--- config.mk ---
export PLATFORM = sky130hd
export DESIGN_NAME = bcc_regs
export DESIGN_NICKNAME = d
export VERILOG_FILES = /design/src/rtl/bcc_pkg.sv /design/src/rtl/bcc_regs.sv
export SDC_FILE = /design/constraint.sdc
export NUM_CORES = 1
export LEC_CHECK = 0
export ABC_AREA = 1
export BUFFER_PORTS_ARGS = -buffer_cell sky130_fd_sc_hd__buf_4
export CORE_MARGIN = 1.5
export CORE_UTILIZATION = 55
export CTS_CLUSTER_DIAMETER = 40
export CTS_CLUSTER_SIZE = 20
export DETAILED_ROUTE_END_ITERATION = 6
export GPL_TIMING_DRIVEN = 0
export HOLD_SLACK_MARGIN = 0.06
export PLACE_DENSITY_LB_ADDON = 0.1
export SLEW_MARGIN = 25
export SYNTH_ARGS = -nofsm -noshare
export SYNTH_HDL_FRONTEND = slang
export SYNTH_SLANG_ARGS = --single-unit
--- constraint.sdc ---
create_clock -name clk -period 7.46 [get_ports clk]
set_input_delay 2.238 -clock clk [delete_from_list [all_inputs] [get_ports clk]]
set_output_delay 2.238 -clock clk [all_outputs]
set_load 0.01 [all_outputs]
--- src/rtl/bcc_pkg.sv ---
package bcc_pkg;
  // ************************************************************
  // register map
  // ************************************************************
  localparam logic [7:0] BCC_OFS_DRIVE = 8'h72;
  localparam logic [7:0] BCC_OFS_START = 8'h73;
  localparam logic [7:0] BCC_OFS_TUNE = 8'h74;
  localparam logic [7:0] BCC_OFS_SLOPE = 8'h80;
  localparam logic [7:0] BCC_OFS_STATUS = 8'h81;
  localparam logic [7:0] BCC_RST_DRIVE = 8'h00;
  localparam logic [7:0] BCC_RST_START = 8'h00;
  localparam logic [7:0] BCC_RST_TUNE = 8'h00;
  localparam logic [2:0] BCC_RST_SLOPE = 3'h0;
  // ************************************************************
  // field positions
  // ************************************************************
  localparam int BCC_DRV_HI = 7;
  localparam int BCC_DRV_LO = 6;
  localparam int BCC_ADAPT_BIT = 5;
  localparam int BCC_JUMP_BIT = 4;
  localparam int BCC_THR_HI = 3;
  localparam int BCC_THR_LO = 2;
  localparam int BCC_STEP_HI = 1;
  localparam int BCC_STEP_LO = 0;
  localparam int BCC_VCODE_HI = 5;
  localparam int BCC_LLC_HI = 7;
  localparam int BCC_LLC_LO = 6;
  localparam int BCC_JIT_HI = 5;
  localparam int BCC_JIT_LO = 4;
  localparam int BCC_KI_HI = 3;
  localparam int BCC_KI_LO = 2;
  localparam int BCC_KP_HI = 1;
  localparam int BCC_KP_LO = 0;
  // ************************************************************
  // voltage code: 16 V + 0.5 V per step, control code in 1/8 V
  // ************************************************************
  localparam logic [8:0] BCC_CTRL_MAX = 9'h0FC;
  localparam logic [3:0] BCC_CTRL_PER_CODE = 4'h4;
  // brightness threshold percentages, 16-bit brightness scale
  localparam logic [6:0] BCC_PCT_10 = 7'h0A;
  localparam logic [6:0] BCC_PCT_30 = 7'h1E;
  localparam logic [6:0] BCC_PCT_50 = 7'h32;
  localparam logic [6:0] BCC_PCT_70 = 7'h46;
  localparam logic [6:0] BCC_PCT_FULL = 7'h64;
  // jitter filter selections
  typedef enum logic [3:0] {
    BCC_JF_BYPASS = 4'h1,
    BCC_JF_300K = 4'h2,
    BCC_JF_60K = 4'h4,
    BCC_JF_30K = 4'h8
  } bcc_jitter_e;
endpackage : bcc_pkg

--- src/rtl/bcc_regs.sv ---
// The strobed register port is this design's own decision.
`timescale 1ns/1ps
`default_nettype none
module bcc_regs
  import bcc_pkg::*;
#(
  parameter int NCH = 4,
  parameter int BRT_W = 16
) (
  input wire logic clk,
  input wire logic sys_rst,
  input wire logic [7:0] reg_addr,
  input wire logic [7:0] reg_wdata,
  input wire logic reg_wr,
  input wire logic reg_rd,
  output logic [7:0] reg_rdata,
  input wire logic [NCH-1:0] cluster_mode,
  input wire logic pwm_cycle,
  input wire logic [BRT_W-1:0] brightness,
  input wire logic headroom_low,
  input wire logic headroom_high,
  output logic [1:0] gate_drive_level,
  output logic [1:0] light_load_threshold,
  output logic [3:0] jitter_select,
  output logic [2:0] integral_gain,
  output logic [2:0] proportional_gain,
  output logic [8:0] boost_ctrl_code,
  output logic tracking_active,
  output logic jump_pulse
);
  // ************************************************************
  // registers
  // ************************************************************
  logic [7:0] drive_reg;
  logic [5:0] vcode_reg;
  logic [7:0] tune_reg;
  logic [2:0] voltage_step_rate_reg;
  logic [7:0] rdata_reg;
  logic [8:0] ctrl_reg;
  logic [8:0] ctrl_next;
  logic [4:0] slope_cnt_reg;
  logic [BRT_W-1:0] brt_ref_reg;
  logic jump_reg;
  logic tracking_voltage_enable;
  logic [1:0] fast_step_trigger_level;
  logic [4:0] step_period;
  logic [8:0] jump_steps;
  logic [6:0] thr_pct;
  logic [BRT_W+6:0] rise_scaled;
  logic [BRT_W+6:0] ref_scaled;
  logic rise_big;
  logic step_tick;
  logic [8:0] start_ctrl;

  assign tracking_voltage_enable = drive_reg[BCC_ADAPT_BIT];
  assign fast_step_trigger_level = drive_reg[BCC_THR_HI:BCC_THR_LO];
  assign start_ctrl = 9'(vcode_reg) * 9'(BCC_CTRL_PER_CODE);

  // software writes; config bytes hold their value until reset
  always_ff @(posedge clk or posedge sys_rst) begin
    if (sys_rst) begin
      drive_reg <= BCC_RST_DRIVE;
      vcode_reg <= BCC_RST_START[BCC_VCODE_HI:0];
      tune_reg <= BCC_RST_TUNE;
      voltage_step_rate_reg <= BCC_RST_SLOPE;
    end else if (reg_wr) begin
      case (reg_addr)
        BCC_OFS_DRIVE: drive_reg <= reg_wdata;
        BCC_OFS_START: vcode_reg <= reg_wdata[BCC_VCODE_HI:0];
        BCC_OFS_TUNE: tune_reg <= reg_wdata;
        BCC_OFS_SLOPE: voltage_step_rate_reg <= reg_wdata[2:0];
        default: ;
      endcase
    end
  end

  // read data one cycle after the strobe, zero otherwise and for unmapped
  always_ff @(posedge clk or posedge sys_rst) begin
    if (sys_rst) begin
      rdata_reg <= 8'h00;
    end else if (reg_rd) begin
      case (reg_addr)
        BCC_OFS_DRIVE: rdata_reg <= drive_reg;
        BCC_OFS_START: rdata_reg <= {2'h0, vcode_reg};
        BCC_OFS_TUNE: rdata_reg <= tune_reg;
        BCC_OFS_SLOPE: rdata_reg <= {5'h00, voltage_step_rate_reg};
        BCC_OFS_STATUS: rdata_reg <= {tracking_active, jump_reg, 6'(ctrl_reg[8:3])};
        default: rdata_reg <= 8'h00;
      endcase
    end else begin
      rdata_reg <= 8'h00;
    end
  end
  assign reg_rdata = rdata_reg;

  // ************************************************************
  // static analog settings
  // ************************************************************
  // drive level code
  assign gate_drive_level = drive_reg[BCC_DRV_HI:BCC_DRV_LO];
  assign light_load_threshold = tune_reg[BCC_LLC_HI:BCC_LLC_LO];
  assign integral_gain = {1'b0, tune_reg[BCC_KI_HI:BCC_KI_LO]} + 3'h1;
  assign proportional_gain = {1'b0, tune_reg[BCC_KP_HI:BCC_KP_LO]} + 3'h1;

  always_comb begin
    case (tune_reg[BCC_JIT_HI:BCC_JIT_LO])
      2'h0: jitter_select = BCC_JF_BYPASS;
      2'h1: jitter_select = BCC_JF_300K;
      2'h2: jitter_select = BCC_JF_60K;
      default: jitter_select = BCC_JF_30K;
    endcase
  end

  // ************************************************************
  // tracking voltage control
  // ************************************************************
  // cluster override
  assign tracking_active = tracking_voltage_enable & ~(&cluster_mode);

  // rate field to cycle count, 6 then 8 then 16 breaks the linear run
  always_comb begin
    case (voltage_step_rate_reg)
      3'h6: step_period = 5'h08;
      3'h7: step_period = 5'h10;
      default: step_period = {2'h0, voltage_step_rate_reg} + 5'h01;
    endcase
  end

  always_ff @(posedge clk or posedge sys_rst) begin
    if (sys_rst) begin
      slope_cnt_reg <= 5'h00;
    end else if (!tracking_active) begin
      slope_cnt_reg <= 5'h00;
    end else if (pwm_cycle) begin
      slope_cnt_reg <= step_tick ? 5'h00 : slope_cnt_reg + 5'h01;
    end
  end
  assign step_tick = pwm_cycle && (slope_cnt_reg + 5'h01 >= step_period);

  always_comb begin
    case (drive_reg[BCC_STEP_HI:BCC_STEP_LO])
      2'h0: jump_steps = 9'h008;
      2'h1: jump_steps = 9'h010;
      2'h2: jump_steps = 9'h020;
      default: jump_steps = 9'h040;
    endcase
  end

  // threshold percent, compared as rise*100 >= ref*pct
  always_comb begin
    case (fast_step_trigger_level)
      2'h0: thr_pct = BCC_PCT_10;
      2'h1: thr_pct = BCC_PCT_30;
      2'h2: thr_pct = BCC_PCT_50;
      default: thr_pct = BCC_PCT_70;
    endcase
  end
  assign rise_scaled = (BRT_W+7)'(brightness - brt_ref_reg) * (BRT_W+7)'(BCC_PCT_FULL);
  assign ref_scaled = (BRT_W+7)'(brt_ref_reg) * (BRT_W+7)'(thr_pct);
  assign rise_big = (brightness > brt_ref_reg) && (rise_scaled >= ref_scaled);

  // jump only when allowed and tracking
  always_ff @(posedge clk or posedge sys_rst) begin
    if (sys_rst) begin
      jump_reg <= 1'b0;
    end else begin
      jump_reg <= tracking_active && drive_reg[BCC_JUMP_BIT] && rise_big;
    end
  end
  assign jump_pulse = jump_reg;

  // brightness reference follows falls and jumps, so small creeps add up until they reach the threshold
  always_ff @(posedge clk or posedge sys_rst) begin
    if (sys_rst) begin
      brt_ref_reg <= '0;
    end else if (rise_big && tracking_active && drive_reg[BCC_JUMP_BIT]) begin
      brt_ref_reg <= brightness;
    end else if (brightness < brt_ref_reg || !tracking_active) begin
      brt_ref_reg <= brightness;
    end
  end

  // control code next value, saturating at the top of range
  always_comb begin
    ctrl_next = ctrl_reg;
    if (!tracking_active) begin
      ctrl_next = start_ctrl;
    end else if (jump_reg) begin
      ctrl_next = (10'(ctrl_reg) + 10'(jump_steps) > 10'(BCC_CTRL_MAX)) ?
                  BCC_CTRL_MAX : ctrl_reg + jump_steps;
    end else if (step_tick && headroom_low && ctrl_reg < BCC_CTRL_MAX) begin
      ctrl_next = ctrl_reg + 9'h001;
    end else if (step_tick && headroom_high && !headroom_low && ctrl_reg != 9'h000) begin
      ctrl_next = ctrl_reg - 9'h001;
    end
  end

  always_ff @(posedge clk or posedge sys_rst) begin
    if (sys_rst) begin
      ctrl_reg <= 9'h000;
    end else begin
      ctrl_reg <= ctrl_next;
    end
  end
  assign boost_ctrl_code = ctrl_reg;
endmodule : bcc_regs
`default_nettype wire

# [Word level (Yosys, flattened, before mapping)]
# Index checks and enable logic that the tools add are counted.
[totals] ramBits=0 register_bits=64 latchBits=0 mem_count=0 inputBits=43 out_inout_bits=33 mem_bits_ro=0
[classes] multipliers=2 n_shift=0 n_div=0 reduce_logical=24 eq_ne=15 bitwise=2 add_sub_neg=9 n_mux=16 magnitude_cmp=6
[ops] operator="$mux 9" count=5
[ops] operator="$pmux 7 s3" count=2
[ops] operator="$pmux 8 s5" count=1
[ops] operator="$mux 16" count=2
[ops] operator="$eq 8x7->1 const B" count=3
[ops] operator="$ge 23x23->1" count=1
[ops] operator="$mul 16x7->23" count=1
[ops] operator="$mul 23x5->21 const B" count=1
[ops] operator="$sub 16x16->17" count=1
[ops] operator="$eq 8x8->1 const B" count=2
[ops] operator="$gt 16x16->1" count=1
[ops] operator="$lt 16x16->1" count=1
[ops] operator="$mux 5" count=3
[ops] operator="$pmux 4 s3" count=1
[ops] operator="$logic_and 1x1->1" count=11
[ops] operator="$add 9x9->10" count=1
[ops] operator="$gt 10x8->1 const B" count=1
[ops] operator="$pmux 5 s2" count=1
[ops] operator="$add 9x1->9 const B" count=1
[ops] operator="$add 9x9->9" count=1
[ops] operator="$lt 9x8->1 const B" count=1
[ops] operator="$reduce_bool 9->1" count=1
[ops] operator="$sub 9x1->9 const B" count=1
[ops] operator="$mux 8" count=1
[ops] operator="other kinds (17)" count=29

# [Longest topological paths before layout]
[depth] depth_word=11 ltp_mapped=37 depth_no_buf=36

# [Worst setup path after synthesis]
# No wires, ideal clock.
[synth_path] path_kind="input to register" startpoint="in brightness[0]" endpoint="reg brt_ref_reg[3]" t_required_ps=7343 t_arrival_ps=6900 cell_stages=34 setup_slack_ps=443 path_cell_list="inv_1 -> ha_1 -> fa_1 -> nand3b_1 -> nand2_1 -> nand2_1 -> nand3_1 -> nand2_1 -> nand2_1 -> xor2_1 -> ha_1 -> ha_1 -> inv_1 -> fa_1 -> inv_1 -> ha_1 -> nand2_1 -> o21ai_0 -> nand2_1 -> nand3b_1 -> a21oi_1 -> xnor2_1 -> ha_1 -> nand2_1 -> inv_1 -> nand2_1 -> nand2_1 -> a21oi_1 -> nand4_1 -> nand2_4 -> nand2_4 -> buf_6 -> nand2_1 -> nand2_1"
[synth_between] elab_chain_len=7 word_cells_on_any_way=11
[synth_lines] element="from (decl)" line_no="bcc_regs.sv:19" text="input wire logic [BRT_W-1:0] brightness,"
[synth_lines] element="$sub 16x16->17" line_no="bcc_regs.sv:158" text="assign rise_scaled = (BRT_W+7)'(brightness - brt_ref_reg) * (BRT_W+7)'(BCC_PCT_FULL);"
[synth_lines] element="$mul 23x5->21" line_no="bcc_regs.sv:158"
[synth_lines] element="$ge 23x23->1" line_no="bcc_regs.sv:160" text="assign rise_big = (brightness > brt_ref_reg) && (rise_scaled >= ref_scaled);"
[synth_lines] element="$logic_and 1x1->1" line_no="bcc_regs.sv:160"
[synth_lines] element="$logic_and 1x1->1 (2 in a row)" line_no="bcc_regs.sv:176" text="end else if (rise_big && tracking_active && drive_reg[BCC_JUMP_BIT]) begin"
[synth_lines] element="$mux 16 or $reduce_bool 2->1 (tied branches)"
[synth_lines] element="to (signal assigned)" line_no="bcc_regs.sv:177" text="brt_ref_reg <= brightness;"
[synth_lines] element="to (signal assigned)" line_no="bcc_regs.sv:179" text="brt_ref_reg <= brightness;"
[synth_lines] element="to (decl)" line_no="bcc_regs.sv:42" text="logic [BRT_W-1:0] brt_ref_reg;"
# Parallel ways exist; a longest one is shown, timed or not.
# A chain may end at the register's enable or synchronous reset.

# [Final worst setup path]
[layout_path] startpoint="in brightness[4]" endpoint="reg brt_ref_reg[3]"
# The elaborated chain is that of the path after synthesis.

==> results <==
- The flow ran to the end, and the final reports show no timing, DRC or antenna violations.
- The shortest period the worst path allows is 7.33 ns.
- The endpoint required time on the critical path is 7.68 ns.
- The worst setup path category is primary input to register.
- The fraction of registers with async set/reset is 100%.
- The kind of end point of the critical path is a register.
- Input and output buffers added on the ports amount to 75.
- Along the worst path, the maximum fanout reaches 5.
- The overall power of the completed layout is 4710 uW.
- The placeable core area is 0.0180 mm2.
- The kind of cell adding the most delay to the critical path is adder cells.
- Excluding fillers, the count of instances in the completed layout stands at 1752.
- The pre-antenna-repair detailed-routing pass consisted of 5 iterations.
- In the final layout, the share of cells above drive strength 1 is 15.8%.
- Detailed placement ended at an HPWL of 21600 um.
- The main combinational cell family by area after synthesis is adder cells.
- The tool flagged a number of max-cap violations equal to 0.
- The most used flip-flop cell after synthesis is sky130_fd_sc_hd__dfrtp_1.
- STA classifies the critical path startpoint as a primary input.
- After Yosys synthesis, XOR and XNOR cells account for 4.05% of the synthesized area.
- IR analysis of the VDD net gives a maximum drop of 0.403 mV.
- The standard cell with the maximum stage delay on the critical path is sky130_fd_sc_hd__fa_1.
- The total die area is 0.0193 mm2.
- The number of flip-flops under the largest register name is 16.
- The TritonCTS clock tree is done.
- Summing the areas of all fa, ha and maj instances in the mapped netlist gives 33.7% of the synthesized area.
- The total overflow reported by the global router is 0.
- No sink is reached through more buffers than the 2 on the longest clock path.
- The final critical-path share of the clock period is 98.2%.
- The clock-pin slew of the registers on the worst-case setup and hold paths is 0.05 ns.
- The commonest cells after synthesis are sky130_fd_sc_hd__nand2_1 (361), sky130_fd_sc_hd__inv_1 (280), sky130_fd_sc_hd__ha_1 (154).
- On the final layout, the worst hold slack is 0.540 ns.
- The final route contains 9406 vias.
- Synthesis handed over a netlist of 1416 instances.
- The antenna violation net count after detailed routing is 0.
- The number of remaining DRC errors is 0.
- Sorting the synthesized cells by area gives the leading types as sky130_fd_sc_hd__ha_1 (19%), sky130_fd_sc_hd__dfrtp_1 (16%), sky130_fd_sc_hd__fa_1 (15%).
- In this run, placement finished with an instance count of 1721.
- The area of the mapped netlist is 0.0102 mm2.
- The average instance in the mapped netlist occupies 7.18 um2.
- The share of synthesized area occupied by flip-flops and latches is 15.7%.
- The I/O pin count is 76.
- For this run, the share of the core covered by cells in the final layout is 66.7%.
- The count of pins over their slew limit is 0.
- Setup violations remaining at the end of the flow were counted as 0.
- Synthesis inferred 64 register bits.
- The area of all placed cells without fillers is 0.0120 mm2.
- From left edge to right edge, the die measures 139 um.
- The simple-gate area share of the yosys netlist is 24.8%.
- The number of buffers and inverters on the critical path is 6.
- The first global-routing pass estimated 42200 um of wire.
- The cell type with the highest aggregate area in the netlist is sky130_fd_sc_hd__ha_1.
- The clock latency on the worst-skew pair is 0.33 ns.
- After the last flow step, the layout net total stands at 1791.
- The power per standard cell area is 392 mW/mm2.
- The beginning of the worst hold path is drive_reg[5].
- The area growth from synthesis to layout is 18.2%.
- The most numerous cell type found on the critical path is sky130_fd_sc_hd__nand2_1.
- The yosys synthesis warning count is 0.
- The dominant cell by count in the synthesized netlist is sky130_fd_sc_hd__nand2_1.
- The tightest slew margin relative to the limit is 56.6%.
- In this run the critical register-to-register path is launched from drive_reg[3].
- The via count of the first global-routing pass is 8762.
- Clock tree synthesis found a total of 64 sinks.
- The top cell type by area accounts for 18.9% of the synthesized area.
- The vertical extent of the die is 139 um.
- Entering global routing, the biggest net connects 53 pins.
- The depth of the most critical reg-to-reg path is 31.
- The effective utilization at floorplan is 56.4%.
- The root buffer cell chosen for the clock tree is sky130_fd_sc_hd__clkbuf_16.
- The number of rows created at floorplan is 49.
- The static leakage power is 0.00680 uW.
- Global routing used 26.8% of the available tracks across all layers.
- The number of antenna violations at the first check in global routing is 0.
- The number of diodes is 0.
- When the netlist entered floorplanning its net count stood at 1688.
- The terminus of the critical flop-to-flop path is brt_ref_reg[3].
- The number of different library cells used by synthesis comes to 42.
- In the final routed layout, each cell accounts on average for 15.1 um.
- The mean number of vias per cell is 5.37.
- At the pin with the least slew margin, the transition time is 0.648 ns.
- The slack of the worst reg-to-reg path is 0.52 ns.
- The sink of the worst hold path is drive_reg[5].
- The standard cell area after detailed placement is 0.0110 mm2.
- The final routed wirelength across all metal layers is 26500 um.
- The delay of the slowest cell on the worst path is 0.50 ns.
- The clock arrives with 0.00567 ns of skew.
- The portion of synthesized area spent on multiplexers is 1.11%.
- Routability-driven placement finished with a final weighted congestion of 0.951.
- Clock tree synthesis inserted a total of 9 buffers.
- Derived from the worst setup path, the maximum achievable clock frequency is 136 MHz.
- The final number of hold-violating endpoints is 0.
- The DRC marker count from the first detailed-route iteration is 583.
- The number of flops mapped to enable cells by yosys is 0.
- The number of levels in the clock H-tree is 3.
- Data on the critical path arrives at its endpoint at 7.55 ns.
- The count of filler cells inserted in the layout is 1534.
- Summing the areas of all compound-gate instances in the mapped netlist gives 9.04% of the synthesized area.
- The min-delay analysis places its worst path in the category register to register.
- Along the worst hold path, the cell count comes to 1.
-- kinds of logic (layout without fill, tap and decap cells) --
family | Yosys count | in the layout
fa+ha+maj | 229 | 229
xor+xnor | 47 | 47
flops | 64 | 64
buf+inv | 304 | 411
simple gates | 597 | 597
mux | 10 | 10
compound gates | 165 | 165
-- power by group --
part,switching (uW),leakage (uW),internal (uW)
registers,38.5,0.000770,367
clock network,151,0.000139,265
logic,2300,0.00589,1590
total,2490,0.00680,2220
-- cell type report --
cell class	instances	area [um2]	share of cell area [%]
sequential	64	1600	13.3
tap	229	287	2.38
clock buffer	12	246	2.05
timing repair buffer	92	744	6.19
buffer	17	101	0.843
clock inverter	3	42.5	0.354
multi-input combinational	1048	7910	65.8
inverter	287	1090	9.09
-- metrics by stage --
step	setup slack (ns)	setup TNS (ns)
6_report	0.132	0
4_1_cts	0.0341	0
2_1_floorplan	0.443	0
5_1_grt	-0.132	-1.81
3_5_place_dp	-0.696	-10.62
3_3_place_gp	-0.615	-9.16
-- how the worst max path moves through the flow --
stage / from / endpoint / slack [ns] / cells past startpoint
after global placement: brightness[0] / brt_ref_reg[7] / -0.61 / 32
after detailed placement: brightness[0] / brt_ref_reg[4] / -0.70 / 32
after floorplan: brightness[0] / brt_ref_reg[3] / 0.44 / 34
after CTS: brightness[0] / brt_ref_reg[7] / 0.03 / 35
after global routing: brightness[4] / brt_ref_reg[6] / -0.13 / 34
final: brightness[4] / brt_ref_reg[3] / 0.13 / 34
-- routing by layer --
layer	track usage, %	share of wire [%]	up-vias
li1	-	-	4671
met1	39.4	46	4431
met2	40.9	45	272
met3	6.32	7.7	32
met4	4.44	1.2	0
met5	0	0	-
-- layout by cell type, fill, tap and decap left out, types with 14 or more instances in the layout --
cell,count
sky130_fd_sc_hd__fa_1,74
sky130_fd_sc_hd__nand4_1,19
sky130_fd_sc_hd__buf_4,94
sky130_fd_sc_hd__nand2_1,346
sky130_fd_sc_hd__xnor2_1,14
sky130_fd_sc_hd__ha_1,134
sky130_fd_sc_hd__dfrtp_1,64
sky130_fd_sc_hd__nor2_1,104
sky130_fd_sc_hd__nand2_2,18
sky130_fd_sc_hd__nand3_1,68
sky130_fd_sc_hd__ha_4,17
sky130_fd_sc_hd__inv_1,270
sky130_fd_sc_hd__a21oi_2,14
sky130_fd_sc_hd__o21ai_0,43
sky130_fd_sc_hd__xor2_1,21
sky130_fd_sc_hd__a21oi_1,61
-- timing repair --
action | CTS | global route
setup buffers | 2 | 13
gates cloned | 0 | 1
hold buffers | 0 | 0
pin swaps | 5 | 38
resized for setup | 14 | 104
setup endpoints to repair | 17 | 17
Power figures use the tool's default switching activity.
